--- src/pkg/pwm_ovr_pkg.sv ---
/*
 * Constants for the synchronous-update, second interrupt group and output
 * override block: register byte offsets, field positions, reset values, bus codes.
 * Assumes a 32-bit AXI4-Lite register bus with byte addresses.
 */
package pwm_ovr_pkg;

   // Register byte offsets
   localparam logic [7:0] OFS_UPDATE_PERIOD_BUFFER  = 8'h30;
   localparam logic [7:0] OFS_IRQ2_ENABLE           = 8'h34;
   localparam logic [7:0] OFS_IRQ2_DISABLE          = 8'h38;
   localparam logic [7:0] OFS_IRQ2_MASK             = 8'h3c;
   localparam logic [7:0] OFS_IRQ2_STATUS           = 8'h40;
   localparam logic [7:0] OFS_OVERRIDE_LEVEL        = 8'h44;
   localparam logic [7:0] OFS_OUTPUT_SELECT         = 8'h48;
   localparam logic [7:0] OFS_OUTPUT_SELECT_SET     = 8'h4c;
   localparam logic [7:0] OFS_OUTPUT_SELECT_CLEAR   = 8'h50;
   localparam logic [7:0] OFS_OUTPUT_SELECT_SET_PER = 8'h54;
   localparam logic [7:0] OFS_IRQ2_STATUS_CLEAR     = 8'h70;
   localparam logic [7:0] OFS_UPDATE_PERIOD_STATE   = 8'h74;

   // Field positions
   localparam int unsigned UPD_PERIOD_W   = 4;
   localparam int unsigned BIT_WRITE_RDY  = 0;
   localparam int unsigned BIT_UNDERRUN   = 3;
   localparam int unsigned BASE_CMP_MATCH = 8;
   localparam int unsigned BASE_CMP_UPD   = 16;
   localparam int unsigned BASE_HIGH_SIDE = 0;
   localparam int unsigned BASE_LOW_SIDE  = 16;
   localparam int unsigned STATE_CNT_POS  = 4;

   // Implemented bits of the interrupt and override registers
   localparam logic [31:0] IRQ2_VALID_BITS   = 32'h00ffff09;
   localparam logic [31:0] OVERRIDE_VALID    = 32'h000f000f;

   // Reset values
   localparam logic [31:0] RST_IRQ2_MASK     = 32'h00000000;
   localparam logic [31:0] RST_IRQ2_STATUS   = 32'h00000000;
   localparam logic [31:0] RST_OVERRIDE      = 32'h00000000;
   localparam logic [31:0] RST_OUTPUT_SELECT = 32'h00000000;
   localparam logic [3:0]  RST_UPD_PERIOD    = 4'h0;

   // Sync update modes
   localparam logic [1:0] SYNC_MODE_MANUAL = 2'h0;
   localparam logic [1:0] SYNC_MODE_AUTO   = 2'h1;
   localparam logic [1:0] SYNC_MODE_DMA    = 2'h2;

   // AXI response codes
   localparam logic [1:0] RESP_OKAY   = 2'h0;
   localparam logic [1:0] RESP_SLVERR = 2'h2;

endpackage : pwm_ovr_pkg

--- src/rtl/pwm_sync_irq_output_override.sv ---
/*
 * Update-period double buffer and update timer for synchronous channels,
 * second interrupt group (enable/disable/mask/clear-on-read status) and
 * output override selection, behind an AXI4-Lite slave.
 * Assumes event inputs are one-cycle pulses synchronous to aclk, and that
 * period-start pulses come from the channel counters outside this block.
 */
// Behaviour
// - Write-only holding field feeds active update period
// - Auto updates spaced update_period plus one periods
// - Enable/disable writes ignored while group1 protected
// - Interrupt bits: ready 0, underrun 3, 8-15, 16-23
// - Read-only interrupt mask, zero after reset
// - Status read returns flags then clears them
// - Comparison updated flag sticky until status read
// - Comparison match flag sticky until status read
// - Underrun flag sticky until status read
// - Write-ready flag shows new values may be written
// - Override levels: high bits 0-3, low 16-19
// - Select bit picks deadtime output or override
// - Select-set one switches to override immediately
// - Select-clear one returns to deadtime output immediately
// - Period-aligned select-set acts at next channel period
// - Mode one applies updates automatically every update_period plus one periods
`timescale 1ns/1ns
module pwm_sync_irq_output_override #(
   parameter int unsigned NUM_CH  = 4,
   parameter int unsigned NUM_CMP = 8
) (
   // Clock and reset
   input  wire logic                aclk,
   input  wire logic                aresetn,
   // AXI4-Lite write address and data
   input  wire logic [7:0]          s_axi_awaddr,
   input  wire logic                s_axi_awvalid,
   output logic                     s_axi_awready,
   input  wire logic [31:0]         s_axi_wdata,
   input  wire logic [3:0]          s_axi_wstrb,
   input  wire logic                s_axi_wvalid,
   output logic                     s_axi_wready,
   // AXI4-Lite write response
   output logic [1:0]               s_axi_bresp,
   output logic                     s_axi_bvalid,
   input  wire logic                s_axi_bready,
   // AXI4-Lite read
   input  wire logic [7:0]          s_axi_araddr,
   input  wire logic                s_axi_arvalid,
   output logic                     s_axi_arready,
   output logic [31:0]              s_axi_rdata,
   output logic [1:0]               s_axi_rresp,
   output logic                     s_axi_rvalid,
   input  wire logic                s_axi_rready,
   // Sync channel control and protection status
   input  wire logic [1:0]          sync_update_mode,
   input  wire logic                sw_protect_status_group1,
   input  wire logic                hw_protect_status_group1,
   input  wire logic                sync_period_start,
   output logic                     sync_update_pulse,
   output logic [3:0]               update_period,
   // Interrupt sources
   input  wire logic [NUM_CMP-1:0]  comparison_match_evt,
   input  wire logic [NUM_CMP-1:0]  comparison_update_evt,
   input  wire logic                update_underrun_evt,
   output logic                     irq,
   // Output path
   input  wire logic [NUM_CH-1:0]   channel_period_start,
   input  wire logic [NUM_CH-1:0]   deadtime_high_output,
   input  wire logic [NUM_CH-1:0]   deadtime_low_output,
   output logic [NUM_CH-1:0]        high_side_output,
   output logic [NUM_CH-1:0]        low_side_output
);

   typedef struct packed {
      logic               awready;
      logic               wready;
      logic               aw_held;
      logic               w_held;
      logic [7:0]         awaddr;
      logic [31:0]        wdata;
      logic               bvalid;
      logic [1:0]         bresp;
      logic               arready;
      logic               rvalid;
      logic [31:0]        rdata;
      logic [1:0]         rresp;
      logic [3:0]         upd_hold;
      logic               upd_pend;
      logic [3:0]         upd_period;
      logic [3:0]         upd_cnt;
      logic               upd_pulse;
      logic [31:0]        mask;
      logic [31:0]        status;
      logic [31:0]        oov;
      logic [31:0]        osel;
      logic [31:0]        osel_pend;
      logic [NUM_CH-1:0]  hi_out;
      logic [NUM_CH-1:0]  lo_out;
      logic               irq;
   } state_t;

   state_t st_r;
   state_t st_nxt;

   // Expand byte strobes to a bit mask
   function automatic logic [31:0] lane_mask(input logic [3:0] strb);
      logic [31:0] m;
      m = 32'h00000000;
      for (int b = 0; b < 4; b++)
      begin
         m[b*8 +: 8] = {8{strb[b]}};
      end
      return m;
   endfunction : lane_mask

   // Both channel sides of channel c in select/override layout
   function automatic logic [31:0] channel_bits(input int unsigned c);
      logic [31:0] m;
      m = 32'h00000000;
      m[pwm_ovr_pkg::BASE_HIGH_SIDE + c] = 1'b1;
      m[pwm_ovr_pkg::BASE_LOW_SIDE + c] = 1'b1;
      return m;
   endfunction : channel_bits

   logic        auto_mode;
   logic        period_elapsed;
   logic [31:0] events;
   logic [31:0] wr_data;
   logic        do_write;
   logic        do_read;
   logic        wr_allowed;

   always_comb
   begin
      st_nxt = st_r;
      auto_mode = (sync_update_mode == pwm_ovr_pkg::SYNC_MODE_AUTO) ||
                  (sync_update_mode == pwm_ovr_pkg::SYNC_MODE_DMA);
      wr_allowed = !sw_protect_status_group1 && !hw_protect_status_group1;

      // Update period timer
      period_elapsed = auto_mode && sync_period_start && (st_r.upd_cnt == st_r.upd_period);
      st_nxt.upd_pulse = period_elapsed;
      if (auto_mode && sync_period_start)
      begin
         // Spacing is update_period + 1 sync periods
         st_nxt.upd_cnt = period_elapsed ? 4'h0 : st_r.upd_cnt + 4'h1;
      end
      // In auto mode the holding value only lands when an update fires, so a smaller value
      // cannot fire an extra update mid-period
      if (st_r.upd_pend && (period_elapsed || !auto_mode))
      begin
         st_nxt.upd_period = st_r.upd_hold;
         st_nxt.upd_pend = 1'b0;
      end

      // Event sources in status layout
      events = 32'h00000000;
      events[pwm_ovr_pkg::BIT_WRITE_RDY] = period_elapsed;
      events[pwm_ovr_pkg::BIT_UNDERRUN] = update_underrun_evt;
      events[pwm_ovr_pkg::BASE_CMP_MATCH +: NUM_CMP] = comparison_match_evt;
      events[pwm_ovr_pkg::BASE_CMP_UPD +: NUM_CMP] = comparison_update_evt;

      // Period-aligned override selection
      for (int unsigned c = 0; c < NUM_CH; c++)
      begin
         if (channel_period_start[c])
         begin
            st_nxt.osel = st_nxt.osel | (st_r.osel_pend & channel_bits(c));
            st_nxt.osel_pend = st_nxt.osel_pend & ~channel_bits(c);
         end
      end

      // AXI write channel capture, either order
      if (s_axi_awvalid && st_r.awready)
      begin
         st_nxt.aw_held = 1'b1;
         st_nxt.awaddr = s_axi_awaddr;
      end
      if (s_axi_wvalid && st_r.wready)
      begin
         st_nxt.w_held = 1'b1;
         st_nxt.wdata = s_axi_wdata & lane_mask(s_axi_wstrb);
      end
      if (st_r.bvalid && s_axi_bready)
      begin
         st_nxt.bvalid = 1'b0;
      end

      do_write = st_r.aw_held && st_r.w_held && !st_r.bvalid;
      wr_data = st_r.wdata;
      st_nxt.status = st_r.status;
      if (do_write)
      begin
         st_nxt.aw_held = 1'b0;
         st_nxt.w_held = 1'b0;
         st_nxt.bvalid = 1'b1;
         st_nxt.bresp = pwm_ovr_pkg::RESP_OKAY;
         case ({st_r.awaddr[7:2], 2'b00})
            pwm_ovr_pkg::OFS_UPDATE_PERIOD_BUFFER:
            begin
               st_nxt.upd_hold = wr_data[3:0];
               st_nxt.upd_pend = 1'b1;
            end
            pwm_ovr_pkg::OFS_IRQ2_ENABLE:
            begin
               if (wr_allowed)
               begin
                  st_nxt.mask = st_r.mask | (wr_data & pwm_ovr_pkg::IRQ2_VALID_BITS);
               end
            end
            pwm_ovr_pkg::OFS_IRQ2_DISABLE:
            begin
               if (wr_allowed)
               begin
                  st_nxt.mask = st_r.mask & ~wr_data;
               end
            end
            pwm_ovr_pkg::OFS_IRQ2_STATUS_CLEAR:
            begin
               st_nxt.status = st_r.status & ~wr_data;
            end
            pwm_ovr_pkg::OFS_OVERRIDE_LEVEL:
            begin
               st_nxt.oov = wr_data & pwm_ovr_pkg::OVERRIDE_VALID;
            end
            pwm_ovr_pkg::OFS_OUTPUT_SELECT:
            begin
               st_nxt.osel = wr_data & pwm_ovr_pkg::OVERRIDE_VALID;
            end
            pwm_ovr_pkg::OFS_OUTPUT_SELECT_SET:
            begin
               st_nxt.osel = st_nxt.osel | (wr_data & pwm_ovr_pkg::OVERRIDE_VALID);
            end
            pwm_ovr_pkg::OFS_OUTPUT_SELECT_CLEAR:
            begin
               st_nxt.osel = st_nxt.osel & ~wr_data;
            end
            pwm_ovr_pkg::OFS_OUTPUT_SELECT_SET_PER:
            begin
               st_nxt.osel_pend = st_nxt.osel_pend |
                                  (wr_data & pwm_ovr_pkg::OVERRIDE_VALID);
            end
            pwm_ovr_pkg::OFS_IRQ2_MASK,
            pwm_ovr_pkg::OFS_IRQ2_STATUS,
            pwm_ovr_pkg::OFS_UPDATE_PERIOD_STATE:
            begin
               st_nxt.bresp = pwm_ovr_pkg::RESP_OKAY;
            end
            default:
            begin
               st_nxt.bresp = pwm_ovr_pkg::RESP_SLVERR;
            end
         endcase
      end

      // AXI read channel
      if (st_r.rvalid && s_axi_rready)
      begin
         st_nxt.rvalid = 1'b0;
      end
      do_read = s_axi_arvalid && st_r.arready;
      if (do_read)
      begin
         st_nxt.rvalid = 1'b1;
         st_nxt.rresp = pwm_ovr_pkg::RESP_OKAY;
         st_nxt.rdata = 32'h00000000;
         case ({s_axi_araddr[7:2], 2'b00})
            pwm_ovr_pkg::OFS_IRQ2_MASK:
            begin
               st_nxt.rdata = st_r.mask;
            end
            pwm_ovr_pkg::OFS_IRQ2_STATUS:
            begin
               st_nxt.rdata = st_r.status;
               st_nxt.status = 32'h00000000;
            end
            pwm_ovr_pkg::OFS_OVERRIDE_LEVEL:
            begin
               st_nxt.rdata = st_r.oov;
            end
            pwm_ovr_pkg::OFS_OUTPUT_SELECT:
            begin
               st_nxt.rdata = st_r.osel;
            end
            pwm_ovr_pkg::OFS_UPDATE_PERIOD_STATE:
            begin
               st_nxt.rdata[3:0] = st_r.upd_period;
               st_nxt.rdata[pwm_ovr_pkg::STATE_CNT_POS +: 4] = st_r.upd_cnt;
            end
            pwm_ovr_pkg::OFS_UPDATE_PERIOD_BUFFER,
            pwm_ovr_pkg::OFS_IRQ2_ENABLE,
            pwm_ovr_pkg::OFS_IRQ2_DISABLE,
            pwm_ovr_pkg::OFS_IRQ2_STATUS_CLEAR,
            pwm_ovr_pkg::OFS_OUTPUT_SELECT_SET,
            pwm_ovr_pkg::OFS_OUTPUT_SELECT_CLEAR,
            pwm_ovr_pkg::OFS_OUTPUT_SELECT_SET_PER:
            begin
               st_nxt.rdata = 32'h00000000;
            end
            default:
            begin
               st_nxt.rresp = pwm_ovr_pkg::RESP_SLVERR;
            end
         endcase
      end

      // New events win over any clear in the same cycle
      st_nxt.status = (st_nxt.status | events) & pwm_ovr_pkg::IRQ2_VALID_BITS;

      st_nxt.irq = |(st_nxt.status & st_nxt.mask);

      // Pin drive, one flop after the select decision
      for (int unsigned c = 0; c < NUM_CH; c++)
      begin
         st_nxt.hi_out[c] = st_nxt.osel[pwm_ovr_pkg::BASE_HIGH_SIDE + c] ?
                            st_nxt.oov[pwm_ovr_pkg::BASE_HIGH_SIDE + c] :
                            deadtime_high_output[c];
         st_nxt.lo_out[c] = st_nxt.osel[pwm_ovr_pkg::BASE_LOW_SIDE + c] ?
                            st_nxt.oov[pwm_ovr_pkg::BASE_LOW_SIDE + c] :
                            deadtime_low_output[c];
      end

      // Ready flags registered; one write and one read in flight
      st_nxt.awready = !st_nxt.aw_held && !st_nxt.bvalid;
      st_nxt.wready = !st_nxt.w_held && !st_nxt.bvalid;
      st_nxt.arready = !st_nxt.rvalid;
   end

   always_ff @(posedge aclk)
   begin
      if (!aresetn)
      begin
         st_r <= '0;
         st_r.upd_period <= pwm_ovr_pkg::RST_UPD_PERIOD;
         st_r.mask <= pwm_ovr_pkg::RST_IRQ2_MASK;
         st_r.status <= pwm_ovr_pkg::RST_IRQ2_STATUS;
         st_r.oov <= pwm_ovr_pkg::RST_OVERRIDE;
         st_r.osel <= pwm_ovr_pkg::RST_OUTPUT_SELECT;
      end
      else
      begin
         st_r <= st_nxt;
      end
   end

   assign s_axi_awready     = st_r.awready;
   assign s_axi_wready      = st_r.wready;
   assign s_axi_bvalid      = st_r.bvalid;
   assign s_axi_bresp       = st_r.bresp;
   assign s_axi_arready     = st_r.arready;
   assign s_axi_rvalid      = st_r.rvalid;
   assign s_axi_rdata       = st_r.rdata;
   assign s_axi_rresp       = st_r.rresp;
   assign sync_update_pulse = st_r.upd_pulse;
   assign update_period     = st_r.upd_period;
   assign irq               = st_r.irq;
   assign high_side_output  = st_r.hi_out;
   assign low_side_output   = st_r.lo_out;

endmodule : pwm_sync_irq_output_override

--- config.mk ---
export PLATFORM = sky130hd
export DESIGN_NAME = pwm_sync_irq_output_override
export DESIGN_NICKNAME = d
export VERILOG_FILES = /design/src/pkg/pwm_ovr_pkg.sv /design/src/rtl/pwm_sync_irq_output_override.sv
export SDC_FILE = /design/constraint.sdc
export NUM_CORES = 1
export LEC_CHECK = 0
export ABC_AREA = 1
export BUFFER_PORTS_ARGS = -buffer_cell sky130_fd_sc_hd__buf_2
export CORE_MARGIN = 1.5
export CORE_UTILIZATION = 30
export CTS_BUF_LIST = sky130_fd_sc_hd__clkbuf_16
export CTS_CLUSTER_SIZE = 24
export DETAILED_ROUTE_END_ITERATION = 6
export GPL_ROUTABILITY_DRIVEN = 0
export PLACE_DENSITY = 0.45
export SYNTH_ARGS = -nofsm -noshare
export SYNTH_HDL_FRONTEND = slang
export SYNTH_SLANG_ARGS = --single-unit
--- constraint.sdc ---
create_clock -name aclk -period 2.2 [get_ports aclk]
set_clock_uncertainty 0.05 [all_clocks]
set_input_delay 0 -clock aclk [delete_from_list [all_inputs] [get_ports aclk]]
set_output_delay 0 -clock aclk [all_outputs]
set_load 0.005 [all_outputs]
==> metrics, run 1 <==
outcome completed; detailed placement HPWL 21,100 um; DRC 0; Ys Warns 0; Mapped Area 8950 um^2; crit-path cells xor2_1, nor2_1, nand3_1, nand3_1, inv_1, nand2_1, dlygate4sd3_1, a211oi_1; internal reg-to-reg setup slack 0.21 ns; CP top delay family buffers and inverters; final wirelength 30,000 um; Hold Slack 0.0393 ns; RR Endpoint st_r[170]; postcts setup bufs 0; die height 176 um; DRT Pass-1 Iters 5; measured slew at the worst slew-check pin 0.683 ns; Worst setup EP type flop; Yosys reg bits 200; Post-synth EDFFs 0; # IOs 148; Max-cap violations 0; initial antenna violation count 0; slowest CP cell dlygate4sd3_1; Clock Pin Slew Worst Setup and Hold Paths 0.08 ns; Inst Count DP 1,730; Nets 1,559; post-synthesis average cell area 7.12 um^2; GRT Util Overall 19.8%; worst r2r src update_period[3]; Vias per Instance 4.64; hold path startpoint s_axi_wstrb[1]; Final ANT Viol Nets 0; H-tree depth 4; sequential cell area fraction in the yosys report 44.7%; die width 176 um; unrepaired setup endpoints after global routing false; Max clock buf depth 2; CP startpoint kind flop; Peak VDD IR 0.417 mV; CP Class flop to flop; diodes inserted 0; period utilization 90.5%; CP bufs+invs 2; post-layout minimum cycle time 1.99 ns; hold path cells 3; required time worst endpoint 2.50 ns; Worst Hold End wr_data[14]; clk_lat worst skew 0.44 ns; DR iter-0 viols 488; most used cell along the critical path nand3_1; clk sink count 200; FFs w/ async S/R, synth 0%; CP arrival 2.30 ns; Pins Over Slew Limit 0; global-route wire length before repair 46,700 um; largest net degree at the start of global routing 54; CTS tree yes; worst r2r path cells 8; Synth Instances 1,257; cts repair resizes 0; slowest stage delay, CP 0.56 ns; setup TNS 0 ns; Area growth, synth to finish 29.6%; top_reg_cell synth dfxtp_1; commonest non-fill, non-tap cell in the layout nand2_1; relative slew slack 54.5%; Final setup viols 0; synth unique cells 40; non-filler cells, final 1,868; pwr dens 662 nW/um^2; Final Hold Fails 0; Pleak 0.00502 uW; CP Max Fanout 4; Core Area 29,500 um^2; Initial Util 30.3%; grt ovf 0; clock root buffer clkbuf_16; Buffers on Ports 141; via count 8,668; Row Count 63; die area 30,900 um^2; Fmax achieved 502 MHz; HP Class primary input to flop; most frequent cells in the layout nand2_1 (350), dfxtp_1 (200), buf_2 (141); layout cell share with drive strength beyond 1 16.4%; CTS buffer count 17; vias in the first global route 8,410; drt wl/cell 16.1 um
## synth_stat cells, types with 3 or more instances
cell type / count / area share [%]
buf_4: 50 / 4.2
buf_6: 3 / 0.38
o21ai_1: 8 / 0.45
a211oi_1: 30 / 2.5
clkinv_1: 3 / 0.13
o2111ai_1: 5 / 0.49
dfxtp_1: 200 / 45
nand3_1: 91 / 5.1
clkbuf_1: 33 / 1.4
o211ai_1: 4 / 0.34
xor2_1: 4 / 0.39
nand4_1: 8 / 0.56
buf_1: 12 / 0.50
inv_1: 131 / 5.5
nor2_1: 69 / 2.9
a22oi_1: 7 / 0.59
a21oi_1: 133 / 7.4
o21ai_0: 69 / 3.9
nand2_1: 350 / 15
buf_2: 7 / 0.39
inv_2: 7 / 0.29
nor3_1: 3 / 0.17
nor2_4: 5 / 0.63
## per-layer routing
metal	vias up	share of wire, %	GRT usage (%)
li1	4445	-	-
met1	4048	46	24.8
met2	153	50	35.2
met3	22	3.2	2.79
met4	0	1.5	5.63
met5	-	0	0
## power breakdown
part	switching [uW]	internal, uW
clock	1600	1610
sequential	65.4	3710
combinational	379	309
total	2040	5630
## tightest hold or removal path: stages
cell,delay [ns]
buf_2,0.17
a21oi_1,0.23
a211oi_1,0.07
## layout make-up
cell class	instances	area [um^2]
inverter	141	532
sequential	200	4000
clock buffer	17	425
fill	3185	17900
clock inverter	15	165
tap	390	488
timing repair buffer	293	2170
multi-input combinational	812	3800
## logic make-up (layout without fill, tap and decap cells)
| logic type | after synthesis | in the layout | share of synthesized area (%) |
|---|---|---|---|
| flops | 200 | 200 | 44.7 |
| simple gates | 540 | 540 | 25.4 |
| buf+inv | 246 | 466 | 12.8 |
| other cells | 1 | 2 | 0.0419 |
| compound gates | 265 | 265 | 16.5 |
| xor+xnor | 4 | 4 | 0.392 |
| fa+ha+maj | 1 | 1 | 0.140 |
## state kept, by name, indices dropped and copies added, names as in the netlist
register           flops
st_r                 115
s_axi_rdata           32
wr_data               32
high_side_output       4
low_side_output        4
update_period          4
irq                    1
s_axi_arready          1
s_axi_awready          1
s_axi_bresp            1
s_axi_bvalid           1
s_axi_rresp            1
s_axi_rvalid           1
s_axi_wready           1
sync_update_pulse      1
## worst max-delay path by stage
stage,startpoint,endpoint,slack [ns],depth (start not counted)
after floorplan,s_axi_bvalid,irq,0.55,13
after global routing,update_period[3],st_r[170],0.03,8
after detailed placement,st_r[262],irq,0.20,11
final,update_period[3],st_r[170],0.21,8
after global placement,st_r[262],irq,0.17,11
after CTS,st_r[262],irq,0.19,11
## timing repair
action	in CTS	in global routing
hold buffers	106	0
setup endpoints to repair	0	0
hold endpoints to repair	89	0
## metrics by stage
stage	utilization (%)	power, uW	instance area [um^2]	worst slack [ns]
floorplan	-	4160	8950	0.550
global placement	33.7	4410	9940	0.174
detailed placement	33.7	4410	9940	0.203
CTS	39.3	7740	11600	0.192
global route	39.3	7960	11600	0.0331
finish	39.3	7670	11600	0.208
No activity file was read; power rests on OpenSTA's default activity.
==> inputs of run 2 (changes only) <==
CORE_ASPECT_RATIO = 0.6   (was default)
==> metrics, run 2 (synthesis results as in run 1) <==
measured slew at the worst slew-check pin 0.629 ns (was 0.683 ns); diodes inserted 0 (unchanged); slowest CP cell dlygate4sd3_1 (unchanged); vias in the first global route 8,143 (was 8,410); required time worst endpoint 2.52 ns (was 2.50 ns); Hold Slack 0.0254 ns (was 0.0393 ns); Final Hold Fails 0 (unchanged); die width 226 um (was 176 um); Final WS setup 0.196 ns (was 0.208 ns); drt wl/cell 16.6 um (was 16.1 um); worst r2r path cells 9 (was 8); Buffers on Ports 141 (unchanged); clk_lat worst skew 0.46 ns (was 0.44 ns); Switch Pwr 1990 uW (was 2040 uW); via count 8,796 (was 8,668); Area growth, synth to finish 29.8% (was 29.6%); detailed placement HPWL 22,000 um (was 21,100 um); Fmax achieved 499 MHz (was 502 MHz); largest net degree at the start of global routing 52 (was 54); largest register by flop count st_r (unchanged); die area 30,900 um^2 (about the same); internal reg-to-reg setup slack 0.20 ns (was 0.21 ns); Post-Place Setup Slack 0.180 ns (was 0.203 ns); Core Area 29,000 um^2 (was 29,500 um^2); die height 137 um (was 176 um); internal power 5700 uW (was 5630 uW); commonest non-fill, non-tap cell in the layout nand2_1 (unchanged); area occupied by multi-input gates 3810 um^2 (was 3800 um^2); Sw Share 25.9% (was 26.6%); CP Class flop to flop (unchanged); H-tree depth 4 (unchanged); Pleak 0.00504 uW (was 0.00502 uW); slowest stage delay, CP 0.54 ns (was 0.56 ns); Sequential Power Share 49.0% (was 49.2%); CP bufs+invs 3 (was 2); Fillers 3,072 (was 3,185); Initial Util 30.8% (was 30.3%); crit-path cells inv_1, nand2_1, a21oi_1, nand3_1, nand3_1, inv_1, nand2_1, dlygate4sd3_1, a211oi_1 (was xor2_1, nor2_1, nand3_1, nand3_1, inv_1, nand2_1, dlygate4sd3_1, a211oi_1); layout cell share with drive strength beyond 1 16.3% (was 16.4%); post-layout minimum cycle time 2.00 ns (was 1.99 ns); Comb power frac 9.1% (was 9.0%); Layout Utilization 40.0% (was 39.3%); CTS buffer count 17 (unchanged); period utilization 91.1% (was 90.5%); most frequent cells in the layout nand2_1 (349), dfxtp_1 (199), buf_2 (141) (was nand2_1 (350), dfxtp_1 (200), buf_2 (141)); Max clock buf depth 2 (unchanged); CTS tree yes (unchanged); HP Class primary input to flop (unchanged); unrepaired setup endpoints after global routing false (unchanged); DR iter-0 viols 643 (was 488); outcome completed (unchanged); DRC 0 (unchanged); Max-cap violations 0 (unchanged); Peak VDD IR 0.523 mV (was 0.417 mV); max reg flops 115 (unchanged); total power 7690 uW (was 7670 uW); Row Count 48 (was 63); setup TNS 0 ns (unchanged); hold path cells 5 (was 3); CP arrival 2.33 ns (was 2.30 ns); CP top delay family buffers and inverters (unchanged); initial antenna violation count 0 (unchanged); final wirelength 31,100 um (was 30,000 um); sequential cell area 4010 um^2 (was 4000 um^2); Pins Over Slew Limit 0 (unchanged); Clock Power Share 41.8% (about the same); clock root buffer clkbuf_16 (unchanged); GRT Util Overall 20.8% (was 19.8%); worst r2r src st_r[171] (was update_period[3]); Worst setup EP type flop (unchanged); Vias per Instance 4.69 (was 4.64); hold path startpoint s_axi_wvalid (was s_axi_wstrb[1]); # IOs 148 (unchanged); RR Endpoint st_r[170] (unchanged); CP Max Fanout 5 (was 4); relative slew slack 58.0% (was 54.5%); pwr dens 663 nW/um^2 (was 662 nW/um^2); grt ovf 0 (unchanged); global-route wire length before repair 47,600 um (was 46,700 um); Clock Pin Slew Worst Setup and Hold Paths 0.07 ns (was 0.08 ns); clk sink count 200 (unchanged); Worst Hold End wr_data[26] (was wr_data[14]); Nets 1,557 (was 1,559); CP startpoint kind flop (unchanged); Final ANT Viol Nets 0 (unchanged); Final setup viols 0 (unchanged); DRT Pass-1 Iters 5 (unchanged)
run 2: changes by cell type in the layout (fill, tap and decap cells not counted), moves of 2 or more:
| cell | change |
|---|---|
| clkinvlp_4 | -2 |
| clkinv_8 | -2 |
| inv_6 | -2 |
| buf_4 | -4 |
| inv_1 | +2 |
| buf_12 | +2 |
run 2: through the flow:
| step | instance area, um^2 | instances |
|---|---|---|
| final | 11600 | 1876 |
| after global routing | 11600 | 1876 |
| after CTS | 11600 | 1875 |
| after detailed placement | 9960 | 1737 |
| after global placement | 9960 | 1737 |
| after floorplan | 8950 | 1258 |
run 2: repair_timing:
item / in CTS / in global routing
setup endpoints to repair: 0 / 2
resized for setup: 0 / 2
setup buffers: 0 / 1
hold buffers: 106 / 0
hold endpoints to repair: 93 / 0
run 2: worst max path at each step:
stage	start	endpoint	cells past startpoint
2_1_floorplan	s_axi_bvalid	irq	13
3_3_place_gp	st_r[261]	irq	13
3_5_place_dp	st_r[261]	irq	13
4_1_cts	st_r[261]	irq	13
5_1_grt	st_r[258]	irq	14
6_report	st_r[171]	st_r[170]	9
run 2: cell type report:
cell class                 count  area share, %
tap                          400           4.31
clock inverter                15           1.34
clock buffer                  17           3.66
inverter                     141           4.58
sequential                   200           34.5
multi-input combinational    812           32.8
timing repair buffer         291           18.8
run 2: power by group through the flow:
stage / logic, uW / registers, uW / clock network [uW]
after detailed placement: 566 / 3860 / 0
final: 704 / 3770 / 3220
after CTS: 704 / 3770 / 3290
after global routing: 778 / 3790 / 3450
after floorplan: 323 / 3840 / 0
after global placement: 566 / 3860 / 0
run 2: layer usage:
metal,GRT usage [%],share of wire (%),routed length [um],up-vias
li1,-,-,-,4438
met1,32.1,54,16900,4122
met2,28.6,40,12300,221
met3,4.74,5.3,1650,15
met4,4.62,0.98,306,0
met5,0,0,0,-
run 2: tightest hold or removal path, cell delays in order:
cell and delay (ns):
buf_2 0.08, nand2_2 0.07, buf_12 0.20, nand2_1 0.08, a21oi_1 0.06
==> inputs of run 3 (changes only) <==
clock period = 2 ns   (was 2.2 ns; I/O delays follow)
==> metrics, run 3 (synthesis results as in run 1) <==
Final ANT Viol Nets 0 (unchanged); commonest non-fill, non-tap cell in the layout nand2_1 (unchanged); CP startpoint kind flop (unchanged); Pleak 0.00517 uW (was 0.00504 uW); max reg flops 115 (unchanged); most frequent cells in the layout nand2_1 (344), dfxtp_1 (195), buf_2 (141) (was nand2_1 (349), dfxtp_1 (199), buf_2 (141)); Post-Place Setup Slack 0.105 ns (was 0.180 ns); Fillers 3,060 (was 3,072); slowest CP cell dfxtp_2 (was dlygate4sd3_1); post-layout minimum cycle time 1.87 ns (was 2.00 ns); Peak VDD IR 0.590 mV (was 0.523 mV); crit path capture st_r[68] (was st_r[170]); Final WS setup 0.128 ns (was 0.196 ns); Vias per Instance 4.66 (was 4.69); initial antenna violation count 0 (unchanged); Max-cap violations 0 (unchanged); grt ovf 0 (unchanged); slowest stage delay, CP 0.33 ns (was 0.54 ns); Core Area 29,000 um^2 (unchanged); hold path startpoint s_axi_wstrb[2] (was s_axi_wvalid); global-route wire length before repair 47,900 um (was 47,600 um); via count 8,837 (was 8,796); Max clock buf depth 2 (unchanged); CTS buffer count 17 (unchanged); Hold Slack 0.0338 ns (was 0.0254 ns); pwr dens 713 nW/um^2 (was 663 nW/um^2); HP Class primary input to flop (unchanged); worst r2r path cells 10 (was 9); drt wl/cell 16.9 um (was 16.6 um); Row Count 48 (unchanged); clock root buffer clkbuf_16 (unchanged); CP arrival 2.19 ns (was 2.33 ns); total power 8510 uW (was 7690 uW); CP Max Fanout 24 (was 5); Initial Util 30.8% (unchanged); outcome completed (unchanged); die height 137 um (unchanged); clk sink count 200 (unchanged); Fmax achieved 534 MHz (was 499 MHz); detailed placement HPWL 22,300 um (was 22,000 um); Final setup viols 0 (unchanged); clk_lat worst skew 0.46 ns (about the same); GRT Util Overall 20.9% (was 20.8%); worst r2r src st_r[260] (was st_r[171]); # IOs 148 (unchanged); final wirelength 32,000 um (was 31,100 um); period utilization 93.6% (was 91.1%); most used cell along the critical path inv_1; Worst setup EP type flop (unchanged); RR Endpoint st_r[68] (was st_r[170]); die area 30,900 um^2 (unchanged); vias in the first global route 8,156 (was 8,143); Buffers on Ports 141 (unchanged); CTS tree yes (unchanged); CP Class flop to flop (unchanged); required time worst endpoint 2.31 ns (was 2.52 ns); DRT Pass-1 Iters 5 (unchanged); crit-path cells inv_1, nor2_4, buf_4, nand4_2, a21oi_4, and2_4, buf_12, o21ai_0, nand3_1, inv_1 (was inv_1, nand2_1, a21oi_1, nand3_1, nand3_1, inv_1, nand2_1, dlygate4sd3_1, a211oi_1); internal reg-to-reg setup slack 0.13 ns (was 0.20 ns); Nets 1,576 (was 1,557); largest net degree at the start of global routing 92 (was 52); Area growth, synth to finish 33.4% (was 29.8%); Final Hold Fails 0 (unchanged); Pins Over Slew Limit 0 (unchanged); worst setup path startpoint st_r[260] (was st_r[171]); layout cell share with drive strength beyond 1 19.3% (was 16.3%); diodes inserted 0 (unchanged); Clock Pin Slew Worst Setup and Hold Paths 0.08 ns (was 0.07 ns); H-tree depth 4 (unchanged); DRC 0 (unchanged); DR iter-0 viols 793 (was 643); die width 226 um (unchanged); largest register by flop count st_r (unchanged)
run 3: changes by cell type in the layout (fill, tap and decap cells not counted), sizes merged:
cell    delta
buf       +17
bufinv     -1
clkbuf     +2
clkinv     -2
inv        +3
run 3: power by group:
group	switching, uW	internal, uW
Sequential	71.4	4080
Clock	1780	1770
Combinational	451	362
Total	2300	6210
run 3: worst min path at each step:
stage / endpoint / slack, ns / cells past startpoint
2_1_floorplan: st_r[170] / 0.10 / 2
3_3_place_gp: st_r[261] / 0.22 / 3
3_5_place_dp: st_r[261] / 0.22 / 3
4_1_cts: wr_data[20] / 0.003 / 3
5_1_grt: wr_data[20] / 0.03 / 3
6_report: wr_data[20] / 0.03 / 3
run 3: final cells by class:
type | instances | area [um^2] | area share (%)
clock inverters | 15 | 160 | 1.34
flip-flops and latches | 200 | 4010 | 33.6
multi-input cells | 812 | 3900 | 32.7
inverters | 141 | 536 | 4.49
well taps | 400 | 500 | 4.19
clock buffers | 17 | 425 | 3.56
repair buffers | 310 | 2400 | 20.1
run 3: routing by layer:
| metal | GRT usage [%] | share of wire [%] | vias to the layer above |
|---|---|---|---|
| met5 | 0 | 0 | - |
| met4 | 6.08 | 1.5 | 0 |
| met3 | 4.10 | 5.3 | 21 |
| met2 | 28.4 | 39 | 215 |
| met1 | 32.3 | 54 | 4125 |
| li1 | - | - | 4476 |
run 3: metrics by stage:
stage / cell area [um^2] / util [%] / setup TNS [ns] / instances
after global placement: 10100 / 34.7 / 0 / 1749
after CTS: 11700 / 40.4 / 0 / 1887
after detailed placement: 10100 / 34.7 / 0 / 1749
after global routing: 11900 / 41.1 / -0.0367 / 1895
final: 11900 / 41.1 / 0 / 1895
after floorplan: 8950 / - / 0 / 1258
run 3: timing repair:
action	CTS	global route
endpoints found under the setup margin	0	23
buffers inserted	0	4
hold endpoints to repair	96	0
hold buffers	106	0
gates resized for setup	0	41
run 3: worst max-delay path, delay by kind of cell, from the launching register on:
family / cells / cell delay [ns]
AOI/OAI and AO/OA: 2 / 0.38
buffers and inverters: 4 / 0.41
DFF: 1 / 0.33
and+or+nand+nor: 4 / 0.60
